<file path="config.mk">
export PLATFORM = sky130hd
export DESIGN_NAME = fpuctl_top
export DESIGN_NICKNAME = d
export VERILOG_FILES = /design/src/verilog/fpuctl_pkg.sv /design/src/verilog/fpuctl_xfer_if.sv /design/src/verilog/fpuctl_top.sv /design/src/verilog/fpuctl_xfer_seq.sv
export SDC_FILE = /design/constraint.sdc
export NUM_CORES = 1
export LEC_CHECK = 0
export ABC_AREA = 0
export BUFFER_PORTS_ARGS = -buffer_cell sky130_fd_sc_hd__clkbuf_2
export CORE_MARGIN = 2
export CORE_UTILIZATION = 50
export CTS_CLUSTER_DIAMETER = 60
export DETAILED_ROUTE_END_ITERATION = 10
export PLACE_DENSITY = 0.75
export SYNTH_ARGS = -nofsm -noshare
export SYNTH_HDL_FRONTEND = slang
export SYNTH_SLANG_ARGS = --single-unit
</file>
<file path="constraint.sdc">
create_clock -name i_core_clk -period 1.9 [get_ports i_core_clk]
set_input_delay 0.095 -clock i_core_clk [delete_from_list [all_inputs] [get_ports i_core_clk]]
set_output_delay 0.095 -clock i_core_clk [all_outputs]
set_load 0.01 [all_outputs]
</file>
<file path="src/verilog/fpuctl_pkg.sv">
// Package with the constants and types of the floating-point context and mode control.
package fpuctl_pkg;

   // ***************************************************************
   // Context policies, modes and frame sizes.
   // ***************************************************************
   typedef enum logic [1:0] {
      FPUCTL_CTX_NONE   = 2'b00,
      FPUCTL_CTX_ALWAYS = 2'b01,
      FPUCTL_CTX_LAZY   = 2'b10
   } fpuctl_ctx_e;

   typedef enum logic [1:0] {
      FPUCTL_ROUND_TO_CLOSEST      = 2'b00,
      FPUCTL_ROUND_UP_POSITIVE     = 2'b01,
      FPUCTL_ROUND_DOWN_NEGATIVE   = 2'b10,
      FPUCTL_ROUND_TRUNCATE        = 2'b11
   } fpuctl_round_e;

   typedef enum logic [2:0] {
      FPUCTL_ST_IDLE    = 3'b000,
      FPUCTL_ST_ENTRY   = 3'b001,
      FPUCTL_ST_HANDLER = 3'b010,
      FPUCTL_ST_SAVE    = 3'b011,
      FPUCTL_ST_RESTORE = 3'b100
   } fpuctl_state_e;

   localparam int          FPUCTL_N_EXC          = 6;
   localparam int          FPUCTL_N_FP_REGS      = 16;
   localparam logic [4:0]  FPUCTL_FRAME_INT      = 5'h08;
   localparam logic [4:0]  FPUCTL_FRAME_FULL     = 5'h1a;
   localparam logic        FPUCTL_RST_ENABLE     = 1'b0;
   localparam fpuctl_ctx_e FPUCTL_RST_CTX        = FPUCTL_CTX_LAZY;
   localparam logic        FPUCTL_RST_FLUSH_ZERO = 1'b0;
   localparam logic        FPUCTL_RST_HALF_ALT   = 1'b0;
   localparam logic        FPUCTL_RST_NAN_CANON  = 1'b0;
   localparam logic [5:0]  FPUCTL_RST_EXC_EN     = 6'h00;
   localparam fpuctl_round_e FPUCTL_RST_ROUND    = FPUCTL_ROUND_TO_CLOSEST;

endpackage

</file>
<file path="src/verilog/fpuctl_xfer_if.sv">
// Interface carrying one register-transfer request between the controller and its sequencer.
`timescale 1ns/1ps
`default_nettype none
interface fpuctl_xfer_if;
   logic       start;
   logic       store;
   logic       busy;
   logic       done;
   logic [3:0] reg_idx;
   logic       reg_vld;

   modport ctrl (output start, output store, input busy, input done,
                 input reg_idx, input reg_vld);
   modport seq  (input start, input store, output busy, output done,
                 output reg_idx, output reg_vld);
endinterface
`default_nettype wire

</file>
<file path="src/verilog/fpuctl_top.sv">
// Floating-point enable, context policy, exception interrupt and mode control.
`timescale 1ns/1ps
`default_nettype none
// Operation
// - Unit is disabled after reset and must be enabled before instructions run.
// - Instruction issued while disabled is blocked and raises a no-coprocessor fault.
// - Three context policies on interrupt entry: none, always save, lazy.
// - Policy none gives an eight-word integer-only frame.
// - Policy always stores floating-point context at every interrupt entry.
// - Context policy resets to lazy save and restore.
// - Lazy entry reserves context space but writes only integer state.
// - Lazy: first handler instruction waits until context is stored.
// - Lazy return reloads context only if it was stored.
// - Context is single-precision registers zero through fifteen.
// - Six exception sources raise an interrupt, each individually enabled.
// - Flush-to-zero resets off; when on, near-zero values become zero.
// - Half-precision select chooses standard or extended-range format.
// - Half-precision select resets to the standard format.
// - NaN setting: pass-through by default, or canonical result.
// - Rounding mode: closest by default, up, down or truncate.
// - Stacking floating-point registers grows the frame from 8 to 26 words.
module fpuctl_top
   import fpuctl_pkg::*;
(
   // Clock and reset.
   input  wire logic        i_core_clk,
   input  wire logic        i_rst_b,
   // Control writes from the processor.
   input  wire logic        i_cfg_we,
   input  wire logic        i_cfg_enable,
   input  wire logic [1:0]  i_cfg_ctx,
   input  wire logic [5:0]  i_cfg_exc_en,
   input  wire logic        i_cfg_flush_zero_on,
   input  wire logic        i_cfg_half_extended_range_format,
   input  wire logic        i_cfg_nan_canonical_result,
   input  wire logic [1:0]  i_cfg_round,
   // Pipeline instruction issue.
   input  wire logic        i_fp_issue,
   // Exception entry and return.
   input  wire logic        i_irq_entry,
   input  wire logic        i_irq_return,
   // Exception flags from the datapath.
   input  wire logic [5:0]  i_exc_flags,
   // Control state read back.
   output logic             o_enable,
   output logic [1:0]       o_ctx,
   output logic [5:0]       o_exc_en,
   output logic             o_flush_zero_on,
   output logic             o_half_extended_range_format,
   output logic             o_nan_canonical_result,
   output logic [1:0]       o_round,
   // Instruction control.
   output logic             o_fp_exec,
   output logic             o_fp_stall,
   output logic             o_no_coprocessor_fault,
   // Stacking control.
   output logic [4:0]       o_frame_words,
   output logic             o_entry_done,
   output logic             o_return_done,
   output logic             o_ctx_wr,
   output logic             o_ctx_rd,
   output logic [3:0]       o_ctx_reg,
   output logic             o_ctx_saved,
   // Exception interrupt.
   output logic             o_exc_irq
);

   typedef struct packed {
      logic          enable;
      fpuctl_ctx_e   ctx;
      logic [5:0]    exc_en;
      logic          flush_zero;
      logic          half_alt;
      logic          nan_canon;
      fpuctl_round_e round;
      fpuctl_state_e st;
      logic          saved;
      logic          pend_issue;
      logic          fp_exec;
      logic          fp_stall;
      logic          fault;
      logic [4:0]    frame;
      logic          entry_done;
      logic          return_done;
      logic          ctx_wr;
      logic          ctx_rd;
      logic [3:0]    ctx_reg;
      logic          exc_irq;
   } fpuctl_top_s;

   fpuctl_top_s s_q;
   fpuctl_top_s s_d;
   fpuctl_xfer_if xfer ();

   fpuctl_xfer_seq u_seq (
      .i_core_clk (i_core_clk),
      .i_rst_b    (i_rst_b),
      .xfer       (xfer.seq)
   );

   // ***************************************************************
   // Next-state logic.
   // ***************************************************************
   always_comb begin
      s_d             = s_q;
      s_d.fp_exec     = 1'b0;
      s_d.fault       = 1'b0;
      s_d.entry_done  = 1'b0;
      s_d.return_done = 1'b0;
      xfer.start      = 1'b0;
      xfer.store      = 1'b0;
      if (i_cfg_we) begin
         s_d.enable     = i_cfg_enable;
         s_d.exc_en     = i_cfg_exc_en;
         s_d.flush_zero = i_cfg_flush_zero_on;
         s_d.half_alt   = i_cfg_half_extended_range_format;
         s_d.nan_canon  = i_cfg_nan_canonical_result;
         s_d.round      = fpuctl_round_e'(i_cfg_round);
         if (i_cfg_ctx != 2'b11) begin
            s_d.ctx = fpuctl_ctx_e'(i_cfg_ctx);
         end
      end
      s_d.exc_irq = |(i_exc_flags & s_q.exc_en);
      case (s_q.st)
         FPUCTL_ST_IDLE, FPUCTL_ST_HANDLER: begin
            if (i_irq_entry) begin
               s_d.st    = FPUCTL_ST_ENTRY;
               s_d.saved = 1'b0;
               if (s_q.ctx == FPUCTL_CTX_NONE) begin
                  s_d.frame = FPUCTL_FRAME_INT;
               end else begin
                  s_d.frame = FPUCTL_FRAME_FULL;
               end
               if (s_q.ctx == FPUCTL_CTX_ALWAYS) begin
                  xfer.start = 1'b1;
                  xfer.store = 1'b1;
                  s_d.ctx_wr = 1'b1;
               end
            end else if (s_q.st == FPUCTL_ST_HANDLER && i_irq_return) begin
               if (s_q.saved) begin
                  s_d.st     = FPUCTL_ST_RESTORE;
                  xfer.start = 1'b1;
                  s_d.ctx_rd = 1'b1;
               end else begin
                  s_d.st          = FPUCTL_ST_IDLE;
                  s_d.return_done = 1'b1;
               end
            end else if (i_fp_issue) begin
               if (!s_q.enable) begin
                  s_d.fault = 1'b1;
               end else if (s_q.st == FPUCTL_ST_HANDLER && s_q.ctx == FPUCTL_CTX_LAZY
                            && !s_q.saved) begin
                  s_d.st         = FPUCTL_ST_SAVE;
                  s_d.pend_issue = 1'b1;
                  s_d.fp_stall   = 1'b1;
                  xfer.start     = 1'b1;
                  xfer.store     = 1'b1;
                  s_d.ctx_wr     = 1'b1;
               end else begin
                  s_d.fp_exec = 1'b1;
               end
            end
         end
         FPUCTL_ST_ENTRY: begin
            if (!xfer.busy || xfer.done) begin
               s_d.st         = FPUCTL_ST_HANDLER;
               s_d.entry_done = 1'b1;
               s_d.ctx_wr     = 1'b0;
               s_d.saved      = (s_q.ctx == FPUCTL_CTX_ALWAYS);
            end
         end
         FPUCTL_ST_SAVE: begin
            if (xfer.done) begin
               s_d.st         = FPUCTL_ST_HANDLER;
               s_d.saved      = 1'b1;
               s_d.ctx_wr     = 1'b0;
               s_d.fp_stall   = 1'b0;
               s_d.pend_issue = 1'b0;
               s_d.fp_exec    = 1'b1;
            end
         end
         FPUCTL_ST_RESTORE: begin
            if (xfer.done) begin
               s_d.st          = FPUCTL_ST_IDLE;
               s_d.ctx_rd      = 1'b0;
               s_d.saved       = 1'b0;
               s_d.return_done = 1'b1;
            end
         end
         default: begin
            s_d.st = FPUCTL_ST_IDLE;
         end
      endcase
      s_d.ctx_reg = xfer.reg_vld ? xfer.reg_idx : 4'h0;
   end

   // ***************************************************************
   // State register.
   // ***************************************************************
   always_ff @(posedge i_core_clk or negedge i_rst_b) begin
      if (!i_rst_b) begin
         s_q            <= '0;
         s_q.enable     <= FPUCTL_RST_ENABLE;
         s_q.ctx        <= FPUCTL_RST_CTX;
         s_q.exc_en     <= FPUCTL_RST_EXC_EN;
         s_q.flush_zero <= FPUCTL_RST_FLUSH_ZERO;
         s_q.half_alt   <= FPUCTL_RST_HALF_ALT;
         s_q.nan_canon  <= FPUCTL_RST_NAN_CANON;
         s_q.round      <= FPUCTL_RST_ROUND;
         s_q.st         <= FPUCTL_ST_IDLE;
         s_q.frame      <= FPUCTL_FRAME_INT;
      end else begin
         s_q <= s_d;
      end
   end

   // ***************************************************************
   // Outputs.
   // ***************************************************************
   // Mode settings to the datapath, then instruction, stacking and interrupt outputs.
   assign o_enable                     = s_q.enable;
   assign o_ctx                        = s_q.ctx;
   assign o_exc_en                     = s_q.exc_en;
   assign o_flush_zero_on              = s_q.flush_zero;
   assign o_half_extended_range_format = s_q.half_alt;
   assign o_nan_canonical_result       = s_q.nan_canon;
   assign o_round                      = s_q.round;
   assign o_fp_exec                    = s_q.fp_exec;
   assign o_fp_stall                   = s_q.fp_stall;
   assign o_no_coprocessor_fault       = s_q.fault;
   assign o_frame_words                = s_q.frame;
   assign o_entry_done                 = s_q.entry_done;
   assign o_return_done                = s_q.return_done;
   assign o_ctx_wr                     = s_q.ctx_wr;
   assign o_ctx_rd                     = s_q.ctx_rd;
   assign o_ctx_reg                    = s_q.ctx_reg;
   assign o_ctx_saved                  = s_q.saved;
   assign o_exc_irq                    = s_q.exc_irq;

endmodule
`default_nettype wire

</file>
<file path="src/verilog/fpuctl_xfer_seq.sv">
// Sequencer that walks the sixteen single-precision registers for a save or restore.
`timescale 1ns/1ps
`default_nettype none
module fpuctl_xfer_seq
   import fpuctl_pkg::*;
(
   // Clock and reset.
   input  wire logic i_core_clk,
   input  wire logic i_rst_b,
   // Transfer port.
   fpuctl_xfer_if.seq xfer
);

   typedef struct packed {
      logic       busy;
      logic       done;
      logic [3:0] idx;
   } fpuctl_seq_s;

   fpuctl_seq_s s_q;
   fpuctl_seq_s s_d;

   // ***************************************************************
   // Register walk.
   // ***************************************************************
   always_comb begin
      s_d      = s_q;
      s_d.done = 1'b0;
      if (s_q.busy) begin
         if (s_q.idx == 4'(FPUCTL_N_FP_REGS - 1)) begin
            s_d.busy = 1'b0;
            s_d.done = 1'b1;
            s_d.idx  = 4'h0;
         end else begin
            s_d.idx = s_q.idx + 4'h1;
         end
      end else if (xfer.start) begin
         s_d.busy = 1'b1;
         s_d.idx  = 4'h0;
      end
   end

   always_ff @(posedge i_core_clk or negedge i_rst_b) begin
      if (!i_rst_b) begin
         s_q <= '0;
      end else begin
         s_q <= s_d;
      end
   end

   assign xfer.busy    = s_q.busy;
   assign xfer.done    = s_q.done;
   assign xfer.reg_idx = s_q.idx;
   assign xfer.reg_vld = s_q.busy;

endmodule
`default_nettype wire
</file>
==> results of run 1 <==
## report_power, final
group / switching (mW) / leakage, nW / internal, mW
clock network: 0.245 / 0.0326 / 0.183
registers: 0.249 / 0.448 / 1.00
logic: 0.452 / 0.572 / 0.448
## worst register-to-register path, stage by stage (launching register included)
cell and delay, ps:
dfrtp_1 620, and4bb_4 320, nand4b_1 150, a211oi_2 340, a311oi_1 100
## worst max-delay path by stage
stage	start	to	slack, ps	cells past startpoint
after floorplan	o_ctx_saved	s_q[19]	480	4
after global placement	s_q[20]	s_q[19]	390	4
after detailed placement	s_q[20]	s_q[19]	310	4
after CTS	s_q[21]	u_seq.xfer.reg_idx[3]	270	4
after global routing	s_q[20]	u_seq.xfer.reg_idx[3]	130	4
final	s_q[20]	u_seq.xfer.reg_idx[3]	240	4
## metal layers
| layer | share of wire (%) | wire (um) |
|---|---|---|
| met1 | 41 | 1460 |
| met5 | 0 | 0 |
| met3 | 7.5 | 269 |
| met4 | 2.0 | 71 |
| met2 | 50 | 1770 |
## synthesized netlist by cell type, types with 2 or more instances
| master | count | share of area (%) |
|---|---|---|
| and3_1 | 2 | 0.68 |
| buf_2 | 4 | 1.1 |
| nor2_1 | 15 | 3.1 |
| a22oi_1 | 3 | 1.2 |
| mux2_2 | 12 | 7.4 |
| clkbuf_1 | 2 | 0.41 |
| a21oi_1 | 6 | 1.6 |
| inv_1 | 2 | 0.41 |
| o22a_1 | 2 | 0.96 |
| dfrtp_1 | 36 | 49 |
| o21ai_0 | 5 | 1.4 |
| nand2_1 | 6 | 1.2 |
| nor3b_1 | 2 | 0.82 |
| conb_1 | 2 | 0.41 |
| a41oi_1 | 2 | 0.96 |
| o311ai_0 | 2 | 0.96 |
| buf_4 | 20 | 8.2 |
| nor2b_1 | 6 | 2.0 |
| a31oi_1 | 5 | 1.7 |
| mux2i_1 | 3 | 1.6 |
| nand3b_1 | 2 | 0.82 |
| nand2b_1 | 4 | 1.4 |
| a32o_1 | 2 | 1.1 |
| and2_1 | 5 | 1.7 |
## repair_timing
action / in CTS / in global routing
hold buffers: 15 / 0
hold endpoints to repair: 50 / 0
gates resized for setup: 0 / 0
setup endpoints to repair: 0 / 0
## layout make-up
type / count / share of cell area, %
multi-input combinational: 102 / 32.5
timing repair buffer: 70 / 19.5
tap: 46 / 2.63
inverter: 2 / 0.342
sequential: 37 / 42.3
clock buffer: 8 / 2.68
## cell families after synthesis
logic type | count (synthesis)
muxes | 15
adders and majority gates | 1
DFF | 37
and+or+nand+nor | 49
buffers and inverters | 29
AOI/OAI and AO/OA | 33
other | 2
xor gates and xnor gates | 1
## through the flow
| step | worst slack, ps | area [sq um] | utilization, % |
|---|---|---|---|
| finish | 235 | 2190 | 64.2 |
| floorplan | 479 | 1840 | - |
| global placement | 389 | 1980 | 58.1 |
| detailed placement | 309 | 1980 | 58.1 |
| global route | 132 | 2190 | 64.2 |
| CTS | 271 | 2190 | 64.2 |
==> reports/qor.txt, run 1 <==
Status = finished clean
Slew Viols, Final = 0
VDD IR max = 0.000518 V
Worst setup path category = reg2reg
Area Overhead vs Synth = 19.6%
CTS tree = yes
Min Tclk post-route = 1660 ps
Overall routed net length = 3580 um
Sink Count = 37
Hold Path Origin = i_cfg_ctx[1]
Post-Synthesis Cell Area = 0.00183 sq mm
GR Layer Usage met2 = 32.3%
Master of the slowest instance on the critical path = dfrtp_1
Ys Warns = 0
Multi-input gate area = 713 sq um
Critical Path RT = 2110 ps
Final period utilization = 87.6%
Layer with the highest usage = met2
PD cells = 1180 mW/mm^2
Synth Instances = 167
Flops & latches, synth = 37
TritonRoute pass-1 iters = 4
Max-cap viol count = 0
PnR Total Power = 2.58 mW
Most frequent cells in the layout = clkbuf_2 (54), dfrtp_1 (36), nor2_1 (15), dlygate4sd3_1 (15), mux2_2 (12)
GP Congestion = 0.886
I/O pins = 58
Largest family of logic cells by synthesized area = simple AND/OR/NAND/NOR gates
Rows = 21
CTS Buf Count = 5
Final setup viols = 0
Root Buffer = clkbuf_4
Wirelength per Cell = 13.5 um
HPWL Detailed = 2470 um
Sequential area share after synthesis = 50.6%
Async S/R FF share, synth = 100%
Total Routing Usage GR = 19.2%
Worst hold path type = in2reg
Worst Path Arrival = 1870 ps
Die W = 64.5 um
Final Hold Fails = 0
Fillers = 281
Clock Skew = 17.2 ps
Vias per cell = 5.20
Max Fclk = 0.601 GHz
Drt drc = 0
R2r setup slk = 240 ps
CTS max path bufs = 2
Cell chain of the critical path = and4bb_4 -> nand4b_1 -> a211oi_2 -> a311oi_1
Syn_area_per_cell = 11.0 sq um
EDFF count, synth = 0
Clock transition at the registers of the reported paths = 120 ps
Final cell count without fillers = 265
Vias in the first global route = 1360
Slowest stage delay, CP = 620 ps
Fin Setup TNS = 0 ps
Die footprint = 0.00417 sq mm
RSZ-0062 raised after global routing = false
Fin nets = 245
End of the worst hold path = o_ctx[0]
Core Region = 0.00342 sq mm
1st-iter DRT viols = 86
Largest net degree at the start of global routing = 38
Crit path max fanout = 15
Reg2reg start = s_q[20]
Synth Area in Compound Gates = 12.9%
Count of cell types in the netlist = 41
Startpoint Class = flip-flop
Hold_ws = 13.1 ps
Worst Path Buf+Inv = 0
Post-CTS setup buffer count = 0
Post-synthesis mux area share = 9.01%
Remaining global-route overflow = 0
Placed Cells = 242
Path depth of the worst reg2reg path = 4
ANT cells = 0
CP Capture Type = flip-flop
Via count = 1377
Share of cells above drive strength 1 = 36.1%
CP top delay family = flip-flops
Met3 Usage GRT = 6.60%
Synth Area in Simple Gates = 15.2%
Synth Flop Type = dfrtp_1
Initial antenna violation count = 0
Worst r2r dst = u_seq.xfer.reg_idx[3]
Leakage = 1.05 nW
Synth Area in Adders = 0.683%
FF/Latch Area = 927 sq um
Met1 Usage GRT = 22.5%
Number of port buffers = 54
Initial Utilization = 53.7%
XOR/XNOR Fraction of Synth Area = 0.478%
Clk_lat worst skew = 340 ps
Commonest non-fill, non-tap cell in the layout = clkbuf_2
H-Tree Level Count = 2
Cells on Worst Hold Path = 4
First-pass GRT wire length = 6080 um
Antenna Nets Post-Route = 0
Die Y = 64.5 um
No activity file was read; power rests on OpenSTA's default activity.
==> inputs of run 2 (changes only) <==
Settings changed: MAX_ROUTING_LAYER from default to met4.
Clock period 1.9 ns to 1.6 ns, I/O delays scaled along.
==> run 2 against run 1 <==
Net effect:
- sequential power increased by 14%
- combinational power increased by 47%
- power grew 26%
- highest routed layer unchanged
- clock power increased by 17%
- clock skew down 11 ps
- largest power group unchanged
==> reports/qor.txt, run 2 (synthesis gave the netlist of run 1 again) <==
Sw Share = 36.3% (-0.45 points)
Max Fclk = 0.640 GHz (+6.6%)
Crit path max fanout = 4 (-11)
Leakage = 1.12 nW (+6.1%)
H-Tree Level Count = 2 (unchanged)
Cell area after placement = 0.00203 sq mm (+2.5%)
Met1 Usage GRT = 25.9% (+3.5 points)
CP Capture Point = u_seq.xfer.reg_idx[2]
Die W = 64.5 um (unchanged)
Clock Skew = 6.43 ps (-10.8 ps)
Antenna Nets Post-Route = 0 (unchanged)
VDD IR max = 0.000641 V (+24%)
Remaining global-route overflow = 0 (unchanged)
Post-route cell area = 0.00232 sq mm (+5.7%)
First-pass GRT wire length = 6790 um (+12%)
Internal power = 2.07 mW (+27%)
Layer with the highest usage = met2
Drt drc = 0 (unchanged)
Final period utilization = 97.6% (+10 points)
RSZ-0062 raised after global routing = true
Worst Path Arrival = 1780 ps (-90 ps)
Worst r2r dst = u_seq.xfer.reg_idx[2]
Min Tclk post-route = 1560 ps (-104 ps)
Core Region = 0.00342 sq mm (unchanged)
Wirelength per Cell = 14.1 um (+4.4%)
Psw = 1.18 mW (+25%)
Critical Path RT = 1820 ps (-290 ps)
Critical path startpoint = o_ctx[1]
I/O pins = 58 (unchanged)
Worst setup path category = reg2reg
Hold_ws = 7.50 ps (-5.62 ps)
Final setup viols = 0 (unchanged)
HPWL Detailed = 2590 um (+5.2%)
Path depth of the worst reg2reg path = 4 (unchanged)
Commonest non-fill, non-tap cell in the layout = clkbuf_2
TritonRoute pass-1 iters = 4 (unchanged)
Root Buffer = clkbuf_4
Clock transition at the registers of the reported paths = 110 ps (about the same)
Initial Utilization = 53.7% (unchanged)
CTS tree = yes
ANT cells = 0 (unchanged)
GR Layer Usage met2 = 36.2% (+3.9 points)
CTS Buf Count = 5 (unchanged)
Startpoint Class = flip-flop
Area Overhead vs Synth = 26.3%
PD cells = 1400 mW/mm^2 (+19%)
Worst hold path type = in2reg
Sink Count = 37 (unchanged)
Max-cap viol count = 0 (unchanged)
Final cell count without fillers = 278 (+4.9%)
Slew Viols, Final = 0 (unchanged)
Vias per cell = 5.18 (-0.25%)
Number of port buffers = 54 (unchanged)
Overall routed net length = 3920 um (+9.6%)
1st-iter DRT viols = 105 (+22%)
Die Y = 64.5 um (unchanged)
Rows = 21 (unchanged)
R2r setup slk = 40 ps (-200 ps)
Reg2reg start = o_ctx[1]
Share of cells above drive strength 1 = 39.7% (+3.6 points)
Via count = 1441 (+4.6%)
GP Congestion = 0.873 (-1.5%)
Most frequent cells in the layout = clkbuf_2 (54), dfrtp_1 (34), dlygate4sd3_1 (18), nor2_1 (15), mux2_2 (12)
CP Capture Type = flip-flop
Vias in the first global route = 1528 (+12%)
Core Util, Final = 67.8% (+3.6 points)
Die footprint = 0.00417 sq mm (unchanged)
Register share of total power = 44.0% (-4.5 points)
Clk_lat worst skew = 340 ps (about the same)
Met3 Usage GRT = 3.65% (-3.0 points)
Placed Cells = 247 (+2.1%)
Fin nets = 259 (+5.7%)
Total Routing Usage GR = 21.7% (+2.5 points)
CTS max path bufs = 2 (unchanged)
Initial antenna violation count = 0 (unchanged)
Power share of the clock group = 15.4% (-1.2 points)
Largest net degree at the start of global routing = 36 (-5.3%)
Comb pwr share = 40.6% (+5.7 points)
Status = finished clean
Final Hold Fails = 0 (unchanged)
Fin Setup TNS = 0 ps (unchanged)
## run 2: cell types whose count changed in the layout (fill, tap and decap cells not counted), sizes merged
cell / previous run / this run
buf: 1 / 12
clkbuf: 62 / 61
dlygate4sd3: 15 / 18
## run 2: layout make-up
cell class	instances	area [sq um]
clock buffer	7	55.1
inverter	2	7.51
sequential	37	930
tap	46	57.6
multi-input combinational	102	713
timing repair buffer	84	553
fill	269	1100
## run 2: worst max-delay path, stage by stage, from the launching register on
cell	delay, ps
dfstp_2	570
and4bb_4	260
nand4b_1	150
a211oi_2	370
nor2_1	100
## run 2: metrics by stage
stage / setup slack (ps) / total power [mW]
global placement: 124 / 2.57
floorplan: 179 / 2.33
finish: 38.7 / 3.25
CTS: 9.30 / 3.18
detailed placement: 25.0 / 2.64
global route: -47.8 / 3.48
## run 2: power groups by stage
stage	Combinational (mW)	Sequential [mW]	Clock (mW)
floorplan	0.952	1.38	0
global placement	1.14	1.42	0
detailed placement	1.20	1.44	0
CTS	1.24	1.43	0.516
global route	1.44	1.47	0.562
finish	1.32	1.43	0.501
## run 2: repair_timing
item,in CTS,in global routing
hold buffers,18,0
buffers inserted,0,6
endpoints found under the hold margin,52,0
setup endpoints to repair,0,5
gates resized for setup,0,2
## run 2: layer usage
| layer | routed length (um) | share of wire [%] | vias up |
|---|---|---|---|
| met5 | 0 | 0 | - |
| met4 | 105 | 2.7 | 0 |
| met3 | 227 | 5.8 | 11 |
| met2 | 1980 | 50 | 61 |
| met1 | 1610 | 41 | 675 |
| li1 | - | - | 694 |
## run 2: how the worst min path moves through the flow
| stage | from | end | slack (ps) | depth (start not counted) |
|---|---|---|---|---|
| CTS | i_exc_flags[5] | o_exc_irq | 0.3 | 3 |
| floorplan | i_rst_b | o_ctx[0] | -220 | 0 |
| global route | i_exc_flags[5] | o_exc_irq | 5 | 3 |
| finish | i_exc_flags[5] | o_exc_irq | 7 | 3 |
| global placement | i_rst_b | o_ctx_reg[1] | -110 | 1 |
| detailed placement | i_rst_b | o_ctx_reg[1] | -110 | 1 |
==> inputs of run 3 (changes only) <==
Settings changed: MAX_ROUTING_LAYER met4 to default.
==> run 3 against run 2 <==
Net effect:
- sequential power hardly changed
- highest routed layer unchanged
- combinational power hardly changed
- via count barely moved
- power up 0.10%
- worst hold slack got worse by 4.2 ps
==> reports/qor.txt, run 3 (synthesis gave the netlist of run 1 again) <==
Clk_lat worst skew = 340 ps (about the same)
Most frequent cells in the layout = clkbuf_2 (54), dfrtp_1 (34), dlygate4sd3_1 (18), nor2_1 (15), mux2_2 (12)
Initial Utilization = 53.7% (unchanged)
RSZ-0062 raised after global routing = true
VDD IR max = 0.000643 V (+0.29%)
Die Y = 64.5 um (unchanged)
Die footprint = 0.00417 sq mm (unchanged)
Post-route cell area = 0.00232 sq mm (unchanged)
Startpoint Class = flip-flop
Vias in the first global route = 1532 (+0.26%)
CTS Buf Count = 5 (unchanged)
Area Overhead vs Synth = 26.3% (unchanged)
Master of the slowest instance on the critical path = dfstp_2
Drt drc = 0 (unchanged)
Final cell count without fillers = 278 (unchanged)
ANT cells = 0 (unchanged)
CP Capture Point = u_seq.xfer.reg_idx[2]
Commonest non-fill, non-tap cell in the layout = clkbuf_2
H-Tree Level Count = 2 (unchanged)
Max Fclk = 0.641 GHz (about the same)
Cell chain of the critical path = and4bb_4 -> nand4b_1 -> a211oi_2 -> nor2_1
HPWL Detailed = 2590 um (unchanged)
Critical Path RT = 1820 ps (about the same)
CP Capture Type = flip-flop
Via count = 1442 (+0.069%)
Fin nets = 259 (unchanged)
Post-Place Setup Slack = 25.0 ps (unchanged)
Worst setup path category = reg2reg
Share of cells above drive strength 1 = 39.7% (unchanged)
Die W = 64.5 um (unchanged)
Path depth of the worst reg2reg path = 4 (unchanged)
1st-iter DRT viols = 70 (-33%)
Rows = 21 (unchanged)
Final setup viols = 0 (unchanged)
Slew Viols, Final = 0 (unchanged)
Largest net degree at the start of global routing = 36 (unchanged)
First-pass GRT wire length = 6780 um (-0.21%)
Cell area after placement = 0.00203 sq mm (unchanged)
Comb pwr share = 40.5% (about the same)
Wirelength per Cell = 14.1 um (about the same)
Total Routing Usage GR = 21.1% (-0.62 points)
Worst hold path type = in2reg
I/O pins = 58 (unchanged)
Overall routed net length = 3920 um (about the same)
Worst r2r dst = u_seq.xfer.reg_idx[2]
Leakage = 1.12 nW (unchanged)
Psw = 1.18 mW (+0.29%)
Min Tclk post-route = 1560 ps (-0.588 ps)
Remaining global-route overflow = 0 (unchanged)
Root Buffer = clkbuf_4
Internal power = 2.07 mW (about the same)
Critical path startpoint = o_ctx[1]
CTS tree = yes
Fin Setup TNS = 0 ps (unchanged)
Sw Share = 36.3% (+0.069 points)
Crit path max fanout = 4 (unchanged)
Power share of the clock group = 15.5% (about the same)
TritonRoute pass-1 iters = 4 (unchanged)
Final period utilization = 97.5% (about the same)
Reg2reg start = o_ctx[1]
Sink Count = 37 (unchanged)
Antenna Nets Post-Route = 0 (unchanged)
Max-cap viol count = 0 (unchanged)
GP Congestion = 0.859 (-1.6%)
R2r setup slk = 40 ps (about the same)
Register share of total power = 44.0% (about the same)
Slowest stage delay, CP = 570 ps (about the same)
Setup ws final = 39.3 ps (+0.588 ps)
PD cells = 1400 mW/mm^2 (+0.10%)
Final Hold Fails = 0 (unchanged)
CTS max path bufs = 2 (unchanged)
Worst Path Arrival = 1780 ps (about the same)
Core Region = 0.00342 sq mm (unchanged)
Number of port buffers = 54 (unchanged)
Initial antenna violation count = 0 (unchanged)
Placed Cells = 247 (unchanged)
Clock transition at the registers of the reported paths = 110 ps (about the same)
Status = finished clean
Vias per cell = 5.19 (about the same)
Clock Skew = 6.33 ps (-0.0987 ps)
-- run 3: cell counts in the layout (fill, tap and decap cells not counted) --
No cell type changed its count.
-- run 3: area by class of cell --
type / instances / area, sq um
flip-flops and latches: 37 / 930
fillers: 269 / 1100
multi-input cells: 102 / 713
inverters: 2 / 7.51
clock buffers: 7 / 55.1
well taps: 46 / 57.6
repair buffers: 84 / 553
-- run 3: metal layers --
metal / vias to the layer above / wire length [um] / global-route usage, %
li1: 689 / - / -
met4: 0 / 104 / 9.84
met1: 678 / 1600 / 25.3
met2: 64 / 1960 / 36.2
met5: - / 0 / 0
met3: 11 / 255 / 4.51
-- run 3: power groups by stage --
stage	combinational [mW]	sequential (mW)	clock [mW]
final	1.32	1.43	0.503
after detailed placement	1.20	1.44	0
after global routing	1.44	1.47	0.562
after CTS	1.24	1.43	0.516
after global placement	1.14	1.42	0
after floorplan	0.952	1.38	0
-- run 3: worst min path at each step --
stage / start / end / slack [ps] / cells after the start
2_1_floorplan: i_rst_b / o_ctx[0] / -220 / 0
3_3_place_gp: i_rst_b / o_ctx_reg[1] / -110 / 1
3_5_place_dp: i_rst_b / o_ctx_reg[1] / -110 / 1
4_1_cts: i_exc_flags[5] / o_exc_irq / 0.3 / 3
5_1_grt: i_exc_flags[5] / o_exc_irq / 5 / 3
6_report: i_exc_flags[5] / o_exc_irq / 3 / 3
-- run 3: per-stage QoR --
stage | power [mW] | hold WS [ps] | util, %
3_5_place_dp | 2.64 | -108 | 59.5
6_report | 3.25 | 3.31 | 67.8
2_1_floorplan | 2.33 | -216 | -
3_3_place_gp | 2.57 | -109 | 59.5
5_1_grt | 3.48 | 4.54 | 67.8
4_1_cts | 3.18 | 0.273 | 66.4
-- run 3: timing repair --
action                                 4_1_cts  5_1_grt
setup endpoints to repair                    0        5
endpoints found under the hold margin       52        0
setup buffers                                0        6
hold buffers                                18        0
resized for setup                            0        2
-- run 3: worst max-delay path: cells and delay by family (launching register included) --
| kind | cells | cell delay, ps |
|---|---|---|
| AO/OA/AOI/OAI | 1 | 370 |
| AND/OR/NAND/NOR | 3 | 500 |
| flip-flops | 1 | 570 |
